### config.mk
export PLATFORM = sky130hd
export DESIGN_NAME = tpc_error_counters
export DESIGN_NICKNAME = d
export VERILOG_FILES = /design/src/tpc_pkg.sv /design/src/tpc_error_counters.sv
export SDC_FILE = /design/constraint.sdc
export NUM_CORES = 1
export LEC_CHECK = 0
export BUFFER_PORTS_ARGS = -buffer_cell sky130_fd_sc_hd__buf_2
export CAP_MARGIN = 20
export CORE_ASPECT_RATIO = 1.5
export CORE_UTILIZATION = 53
export CTS_CLUSTER_DIAMETER = 150
export DETAILED_ROUTE_END_ITERATION = 6
export GPL_ROUTABILITY_DRIVEN = 0
export HOLD_SLACK_MARGIN = 0.08
export PLACE_DENSITY_LB_ADDON = 0.1
export SLEW_MARGIN = 20
export SYNTH_ARGS = -nofsm -noshare
export SYNTH_HDL_FRONTEND = slang
export SYNTH_HIERARCHICAL = 1
export SYNTH_SLANG_ARGS = --single-unit
### constraint.sdc
create_clock -name REF_CLK_I -period 4.2 [get_ports REF_CLK_I]
set_input_delay 0.42 -clock REF_CLK_I [delete_from_list [all_inputs] [get_ports REF_CLK_I]]
set_output_delay 0.42 -clock REF_CLK_I [all_outputs]
set_load 0.01 [all_outputs]
### src/tpc_pkg.sv
// shared constants for the T1 performance error counter block
package tpc_pkg;

   // register indices; byte address is four times the index
   localparam logic [5:0] IDX_LINE_HIGH = 6'h23;
   localparam logic [5:0] IDX_LINE_LOW  = 6'h24;
   localparam logic [5:0] IDX_PATH_HIGH = 6'h25; // shared with multiframe high
   localparam logic [5:0] IDX_PATH_LOW  = 6'h26;
   localparam logic [5:0] IDX_MF_LOW    = 6'h27;
   localparam logic [5:0] IDX_CONTROL   = 6'h30;

   // control register field positions
   localparam int CTRL_EXZ_POS  = 0; // excessive_zero_count_enable
   localparam int CTRL_B8ZS_POS = 1; // receive_b8zs_select
   localparam int CTRL_ESF_POS  = 2; // esf_framing_select
   localparam int CTRL_FS_POS   = 3; // fs_error_count_enable
   localparam int CTRL_MF_POS   = 4; // multiframe_mode_select
   localparam int CTRL_W        = 5;

   // reset values
   localparam logic [CTRL_W-1:0] CTRL_RESET  = 5'h00;
   localparam logic [31:0]       RDATA_RESET = 32'h0000_0000;

   // counter widths
   localparam int LINE_W = 16;
   localparam int PATH_W = 12;
   localparam int MF_W   = 12;

   // zero run lengths that count as one excessive-zero event
   localparam int          RUN_W         = 5;
   localparam logic [RUN_W-1:0] ZERO_RUN_LONG  = 5'h10;
   localparam logic [RUN_W-1:0] ZERO_RUN_SHORT = 5'h08;

endpackage : tpc_pkg

### src/tpc_error_counters.sv
// T1 receive performance error counters with an APB register slave
`timescale 1ns/1ps
`default_nettype none

////////////////////////////////////////////////////////////////////////////////
// saturating accumulator with a held copy refreshed on every tick
module tpc_sat_acc
#(
   parameter int WIDTH = 12
)
(
   input  wire logic             clk_i,
   input  wire logic             rst_b_i,
   input  wire logic             tick_i,
   input  wire logic [1:0]       inc_i,
   output logic      [WIDTH-1:0] count_o
);

   logic [WIDTH-1:0] acc_ff;
   logic [WIDTH-1:0] nxt_acc;
   logic [WIDTH-1:0] held_ff;
   logic [WIDTH-1:0] nxt_held;
   logic [WIDTH:0]   sum;

   // next accumulator and held values
   always_comb
   begin
      sum      = {1'b0, acc_ff} + {{(WIDTH-1){1'b0}}, inc_i};
      // stop at maximum
      nxt_acc  = sum[WIDTH] ? {WIDTH{1'b1}} : sum[WIDTH-1:0];
      nxt_held = held_ff;
      if (tick_i)
      begin
         // refresh on boundary
         nxt_held = acc_ff;
         // clear, keep tick events
         nxt_acc  = WIDTH'(inc_i);
      end
   end

   // registers only
   always_ff @(posedge clk_i or negedge rst_b_i)
   begin
      if (!rst_b_i)
      begin
         acc_ff  <= '0;
         held_ff <= '0;
      end
      else
      begin
         acc_ff  <= nxt_acc;
         held_ff <= nxt_held;
      end
   end

   assign count_o = held_ff; // software sees only the held copy

endmodule // tpc_sat_acc

////////////////////////////////////////////////////////////////////////////////
// Overview of operation
// all counters refresh every one-second boundary
// counters saturate at maximum, never wrap
// host reads counters before next boundary
// 16-bit line count split high/low bytes
// line counts violations plus optional zero runs
// valid B8ZS codewords not counted when selected
// line counter keeps counting during sync loss
// ESF path counter counts CRC6 errors
// D4 path counts Ft, optionally Fs errors
// path counter halts during sync loss
// path count in 0x25 low nibble, 0x26
// mode one counts multiframes out of sync
// mode zero counts pattern errors, sync-gated
// multiframe count in 0x25 high nibble, 0x27
// accumulator copied and cleared each boundary
module tpc_error_counters
#(
   parameter int ADDR_W = 8
)
(
   input  wire logic              REF_CLK_I,
   input  wire logic              RST_B_I,
   // apb slave
   input  wire logic              PSEL_I,
   input  wire logic              PENABLE_I,
   input  wire logic              PWRITE_I,
   input  wire logic [ADDR_W-1:0] PADDR_I,
   input  wire logic [31:0]       PWDATA_I,
   input  wire logic [3:0]        PSTRB_I,
   output logic      [31:0]       PRDATA_O,
   output logic                   PREADY_O,
   output logic                   PSLVERR_O,
   // events from the receive decoder and synchronizer
   input  wire logic              ONE_SECOND_TICK_I,
   input  wire logic              RX_BIT_VALID_I,
   input  wire logic              RX_BIT_ZERO_I,
   input  wire logic              BIPOLAR_VIOLATION_I,
   input  wire logic              B8ZS_CODEWORD_I,
   input  wire logic              RECEIVE_SYNC_LOSS_I,
   input  wire logic              CRC6_ERROR_I,
   input  wire logic              FT_ERROR_I,
   input  wire logic              FS_ERROR_I,
   input  wire logic              FPS_ERROR_I,
   input  wire logic              RX_MULTIFRAME_I
);

   import tpc_pkg::*;

   logic [CTRL_W-1:0] ctrl_ff;
   logic [CTRL_W-1:0] nxt_ctrl;
   logic [31:0]       rdata_ff;
   logic [31:0]       nxt_rdata;
   logic [RUN_W-1:0]  run_ff;
   logic [RUN_W-1:0]  nxt_run;
   logic              oos_seen_ff;
   logic              nxt_oos_seen;
   logic              excessive_zero_count_enable;
   logic              receive_b8zs_select;
   logic              esf_framing_select;
   logic              fs_error_count_enable;
   logic              multiframe_mode_select;
   logic [RUN_W-1:0]  run_limit;
   logic              zero_event;
   logic              bpv_event;
   logic [1:0]        line_inc;
   logic [1:0]        path_inc;
   logic [1:0]        mf_inc;
   logic [LINE_W-1:0] line_count;
   logic [PATH_W-1:0] path_count;
   logic [MF_W-1:0]   mf_count;
   logic [5:0]        reg_idx;
   logic              aligned;
   logic              hit;
   logic              wr_ok;
   logic              setup_rd;
   logic              access;
   ////////////////////////////////////////////////////////////////////////////
   // control fields
   assign excessive_zero_count_enable = ctrl_ff[CTRL_EXZ_POS];
   assign receive_b8zs_select         = ctrl_ff[CTRL_B8ZS_POS];
   assign esf_framing_select          = ctrl_ff[CTRL_ESF_POS];
   assign fs_error_count_enable       = ctrl_ff[CTRL_FS_POS];
   assign multiframe_mode_select      = ctrl_ff[CTRL_MF_POS];
   ////////////////////////////////////////////////////////////////////////////
   // zero run tracking; one event per run, not per extra zero,
   // so a long dead line costs one count rather than flooding the counter
   always_comb
   begin
      // run length from B8ZS select
      run_limit  = receive_b8zs_select ? ZERO_RUN_SHORT : ZERO_RUN_LONG;
      nxt_run    = run_ff;
      zero_event = 1'b0;
      if (RX_BIT_VALID_I)
      begin
         if (!RX_BIT_ZERO_I)
         begin
            nxt_run = '0;
         end
         else if (run_ff < run_limit)
         begin
            nxt_run    = run_ff + 5'h01;
            zero_event = (nxt_run == run_limit);
         end
      end
   end
   // run counter register
   always_ff @(posedge REF_CLK_I or negedge RST_B_I)
   begin
      if (!RST_B_I)
      begin
         run_ff <= '0;
      end
      else
      begin
         run_ff <= nxt_run;
      end
   end
   ////////////////////////////////////////////////////////////////////////////
   // line counter increment; no sync-loss gating here
   always_comb
   begin
      // skip substitution codewords
      bpv_event = BIPOLAR_VIOLATION_I &
                  !(receive_b8zs_select & B8ZS_CODEWORD_I);
      // violations plus zero runs
      // always enabled
      line_inc  = {1'b0, bpv_event} +
                  {1'b0, zero_event & excessive_zero_count_enable};
   end
   ////////////////////////////////////////////////////////////////////////////
   // path counter increment
   always_comb
   begin
      path_inc = 2'h0;
      // halt on sync loss
      if (!RECEIVE_SYNC_LOSS_I)
      begin
         if (esf_framing_select)
         begin
            // crc6 errors only
            path_inc = {1'b0, CRC6_ERROR_I};
         end
         else
         begin
            // Ft plus optional Fs
            path_inc = {1'b0, FT_ERROR_I} +
                       {1'b0, FS_ERROR_I & fs_error_count_enable};
         end
      end
   end
   ////////////////////////////////////////////////////////////////////////////
   // multiframe counter; a loss seen anywhere in the multiframe marks it,
   // so a short dropout between boundaries is not missed
   always_comb
   begin
      nxt_oos_seen = oos_seen_ff | RECEIVE_SYNC_LOSS_I;
      mf_inc       = 2'h0;
      if (RX_MULTIFRAME_I)
      begin
         nxt_oos_seen = RECEIVE_SYNC_LOSS_I;
      end
      if (multiframe_mode_select)
      begin
         // out-of-sync multiframes
         mf_inc = {1'b0, RX_MULTIFRAME_I &
                   (oos_seen_ff | RECEIVE_SYNC_LOSS_I)};
      end
      else if (!RECEIVE_SYNC_LOSS_I)
      begin
         // pattern errors, sync-gated
         mf_inc = {1'b0, esf_framing_select ? FPS_ERROR_I : FT_ERROR_I};
      end
   end
   // out-of-sync marker register
   always_ff @(posedge REF_CLK_I or negedge RST_B_I)
   begin
      if (!RST_B_I)
      begin
         oos_seen_ff <= 1'b0;
      end
      else
      begin
         oos_seen_ff <= nxt_oos_seen;
      end
   end
   ////////////////////////////////////////////////////////////////////////////
   // refresh on tick
   tpc_sat_acc #(.WIDTH(LINE_W)) u_line_acc
   (
      .clk_i   (REF_CLK_I),
      .rst_b_i (RST_B_I),
      .tick_i  (ONE_SECOND_TICK_I),
      .inc_i   (line_inc),
      .count_o (line_count)
   );
   // saturate, never wrap
   tpc_sat_acc #(.WIDTH(PATH_W)) u_path_acc
   (
      .clk_i   (REF_CLK_I),
      .rst_b_i (RST_B_I),
      .tick_i  (ONE_SECOND_TICK_I),
      .inc_i   (path_inc),
      .count_o (path_count)
   );
   // copy and clear
   tpc_sat_acc #(.WIDTH(MF_W)) u_mf_acc
   (
      .clk_i   (REF_CLK_I),
      .rst_b_i (RST_B_I),
      .tick_i  (ONE_SECOND_TICK_I),
      .inc_i   (mf_inc),
      .count_o (mf_count)
   );
   ////////////////////////////////////////////////////////////////////////////
   // apb decode; zero wait states, address held through access phase
   assign reg_idx  = PADDR_I[7:2];
   assign aligned  = (PADDR_I[1:0] == 2'h0) && ((32'(PADDR_I) >> 8) == 32'h0);
   assign hit      = aligned &&
                     ((reg_idx == IDX_LINE_HIGH) || (reg_idx == IDX_LINE_LOW) ||
                      (reg_idx == IDX_PATH_HIGH) || (reg_idx == IDX_PATH_LOW) ||
                      (reg_idx == IDX_MF_LOW)    || (reg_idx == IDX_CONTROL));
   assign wr_ok    = aligned && (reg_idx == IDX_CONTROL);
   assign setup_rd = PSEL_I & !PENABLE_I & !PWRITE_I;
   assign access   = PSEL_I & PENABLE_I;

   assign PREADY_O  = 1'b1;
   // counters are read-only: writes to them are flagged, not stored
   assign PSLVERR_O = access & (PWRITE_I ? !wr_ok : !hit);
   assign PRDATA_O  = rdata_ff;
   ////////////////////////////////////////////////////////////////////////////
   // read data captured in setup phase, control written in access phase
   always_comb
   begin
      nxt_rdata = rdata_ff;
      nxt_ctrl  = ctrl_ff;
      if (setup_rd)
      begin
         nxt_rdata = RDATA_RESET;
         if (aligned)
         begin
            unique case (reg_idx)
               // line count bytes
               IDX_LINE_HIGH: nxt_rdata[7:0] = line_count[15:8];
               IDX_LINE_LOW:  nxt_rdata[7:0] = line_count[7:0];
               // path nibble, R14: multiframe nibble
               IDX_PATH_HIGH: nxt_rdata[7:0] = {mf_count[11:8],
                                                path_count[11:8]};
               // path low byte
               IDX_PATH_LOW:  nxt_rdata[7:0] = path_count[7:0];
               // multiframe low byte
               IDX_MF_LOW:    nxt_rdata[7:0] = mf_count[7:0];
               IDX_CONTROL:   nxt_rdata[CTRL_W-1:0] = ctrl_ff;
               default:       nxt_rdata = RDATA_RESET;
            endcase
         end
      end
      if (access && PWRITE_I && wr_ok && PSTRB_I[0])
      begin
         nxt_ctrl = PWDATA_I[CTRL_W-1:0];
      end
   end
   // bus registers
   always_ff @(posedge REF_CLK_I or negedge RST_B_I)
   begin
      if (!RST_B_I)
      begin
         rdata_ff <= RDATA_RESET;
         ctrl_ff  <= CTRL_RESET;
      end
      else
      begin
         rdata_ff <= nxt_rdata;
         ctrl_ff  <= nxt_ctrl;
      end
   end

endmodule // tpc_error_counters

`default_nettype wire

==> metrics.txt <==
status=complete, but fails checks; failing checks=design-rule violations; HP Class=primary input to async pin; Hold Slack=0.108 ns; Overflow after GRT=0; Final Hold Fails=0; Post-Place Cell Area=5540 um^2; CORE AREA=9740 um^2; Synth Warn #=6; Post-Synthesis Cells=474; global-route wire length before repair=19300 um; most used cell, CP=ha_1; wl on met1=4650 um; initial drt markers=247; post-synthesis register bit count=99; via/cell ratio=5.96; FP Rows=44; Max Freq=269 MHz; Total GRT Usage=23.4%; postcts setup bufs=0; Rel. slew slack=34.3%; met2 WL=6090 um; unrepaired setup endpoints after global routing=no; Die ar.=10500 um^2; die width=83.9 um; CP startpoint kind=flip-flop; clk buf depth=2; via count=3764; Clk Latency, worst-skew pair=0.34 ns; Starting Density=54.8%; # diodes=0; Yosys cell types=63; leakage=2.61 nW; max incr delay on CP=0.50 ns; Fin Setup TNS=0 ns; Main synth FF type=dfrtp_1; max layer used=met4; Nets=586; Area growth, synth to finish=9.28%; placed insts=616; Setup violations, final=0; clk sinks=99; CP cell instances=ha_1 -> a211oi_1 -> nand4_1 -> a311oi_1 -> ha_1 -> ha_1 -> inv_1 -> fa_1 -> nand4b_1 -> nor2_1 -> nand3_1 -> a31oi_1; port bufs=38; CP Capture Type=flip-flop; average routed wire per standard cell=17.8 um; Syn Area/Cell=11.3 um^2; Final Non-Filler Cells=632; maximum fanout along the worst path=10; # DRC=5; CTS tree=done; pin count of the biggest net entering global routing=81; vias in the first global route=3833; # H-tree levels=3; antenna violations before repair=0; slowest CP cell=dfrtp_1; drt total wl=11200 um; synthesized area=5340 um^2; boundary pin count=94; Final min period=3.72 ns; worst slew pin tran=0.978 ns; PnR worst setup slack=0.481 ns; pwr/cell area=343 nW/um^2; post-DP HPWL=8150 um; fraction of layout cells with a size suffix above 1=23.8%; CP Class=flip-flop to flip-flop; Post-synth ARST share=100%; Final Cycle Share=88.5%; WP data required=4.46 ns; peak supply drop=0.203 mV; met3 WL post-DR=266 um; maxcap violations=0; Final Slew Violations=0; post-CTS sizing=0; Clk pin slew, worst setup/hold paths=0.07 ns; root buf cell=clkbuf_16; Post-Place Setup Slack=0.502 ns; Critical Path AT=3.98 ns; drt first pass iters=7; Die H=125 um; Routed Antenna Nets=0; final instance area=5830 um^2; total CTS buffers=9; Seq/Total Area, Yosys=46.4%; Post-synth EDFFs=0; # hold bufs at CTS=0; Setup Skew=0.00721 ns
cell type report:
class | instances | area, um^2
clock buffer | 11 | 233
inverter | 22 | 82.6
timing repair buffer | 42 | 226
fill | 815 | 3910
sequential | 99 | 2480
clock inverter | 5 | 53.8
tap | 115 | 144
multi-input combinational | 338 | 2620
critical path: cells and delay by family, from the launching register on:
kind / cells / cell delay (ns)
and+or+nand+nor: 4 / 1.01
adders and majority gates: 4 / 1.18
DFF: 1 / 0.50
buffers and inverters: 1 / 0.06
AOI/OAI and AO/OA: 3 / 0.87
state kept, by name, summed over array words and instances (netlist names):
register            flops
run_ff                  5
PRDATA_O                8
u_line_acc/acc_ff      16
u_path_acc/acc_ff      12
oos_seen_ff             1
u_line_acc/count_o     16
u_mf_acc/acc_ff        12
u_mf_acc/count_o       12
ctrl_ff                 5
u_path_acc/count_o     12
Yosys cell counts, types with 3 or more instances:
master	n	area, um^2
dfrtp_1	99	2480
mux2_2	48	541
nand2_1	28	105
buf_4	25	188
a21oi_1	22	110
inv_1	22	82.6
a31oi_1	16	100
nor2_1	16	60.1
nor3_1	12	60.1
o21ai_0	12	60.1
clkbuf_1	11	41.3
ha_1	11	138
nand3_1	11	55.1
nor4_1	10	62.6
xnor2_1	9	78.8
mux4_2	8	180
a22oi_1	6	45.0
nor2b_1	6	37.5
a222oi_1	5	50.1
a311oi_1	5	43.8
nand3b_1	5	37.5
nand4_1	5	31.3
o31ai_1	5	37.5
xor2_1	5	43.8
nand4b_1	4	35.0
or3_1	4	25.0
or4_1	4	30.0
a211oi_1	3	22.5
and4b_1	3	30.0
buf_2	3	15.0
fa_1	3	60.1
mux2i_1	3	30.0
nor3b_1	3	22.5
layer usage:
metal / GRT usage, % / up-vias
li1: - / 1797
met1: 28.8 / 1901
met2: 41.3 / 52
met3: 4.24 / 14
met4: 8.01 / 0
met5: 0 / -
worst paths after layout:
kind,cells past startpoint,startpoint,slack [ns],endpoint
hold reg to reg,1,oos_seen_ff,0.50,oos_seen_ff
min in group REF_CLK_I,2,PWDATA_I[4],0.31,ctrl_ff[4]
hold / removal,1,RST_B_I,0.11,u_line_acc/acc_ff[2]
max in group asynchronous,2,RST_B_I,3.32,u_mf_acc/count_o[0]
setup / recovery,12,ctrl_ff[1],0.48,u_line_acc/acc_ff[0]
setup reg to reg,12,ctrl_ff[1],0.48,u_line_acc/acc_ff[0]
per-stage QoR:
| step | util, % | power (mW) |
|---|---|---|
| 3_3_place_gp | 56.9 | 1.21 |
| 2_1_floorplan | - | 1.16 |
| 4_1_cts | 59.8 | 2.02 |
| 5_1_grt | 59.9 | 2.09 |
| 6_report | 59.9 | 2.00 |
| 3_5_place_dp | 56.9 | 1.21 |
logic make-up after synthesis:
kind of cell / synth area share [%]
xor gates and xnor gates: 2.30
DFF: 46.4
adders and majority gates: 3.70
muxes: 14.1
other: 0.141
AOI/OAI and AO/OA: 11.7
and+or+nand+nor: 15.3
buffers and inverters: 6.40
cell usage in the layout (no fill, tap or decap), types with 3 or more instances in the layout:
cell type	n
nor2_1	16
ha_1	11
nand2_1	28
mux4_2	8
nor3b_1	3
or3_1	4
o21ai_0	12
dfrtp_1	99
nand4_1	5
o31ai_1	5
fa_1	3
buf_4	4
xnor2_1	9
clkinv_2	3
xor2_1	5
nor2b_1	6
clkbuf_16	9
nand4b_1	4
mux2i_1	3
or4_1	4
nand3b_1	5
nand3_1	11
inv_1	22
a21oi_1	22
a211oi_1	3
nor3_1	12
buf_2	37
a222oi_1	5
a22oi_1	6
conb_1	28
and4b_1	3
a311oi_1	5
nor4_1	10
a31oi_1	16
mux2_2	48
report_power, final:
group / switching (mW) / leakage (nW) / total [mW] / internal, mW
Sequential: 0.0359 / 1.35 / 1.02 / 0.984
Clock: 0.348 / 0.143 / 0.808 / 0.460
Combinational: 0.100 / 1.12 / 0.174 / 0.0742
Power figures use the tool's default switching activity.
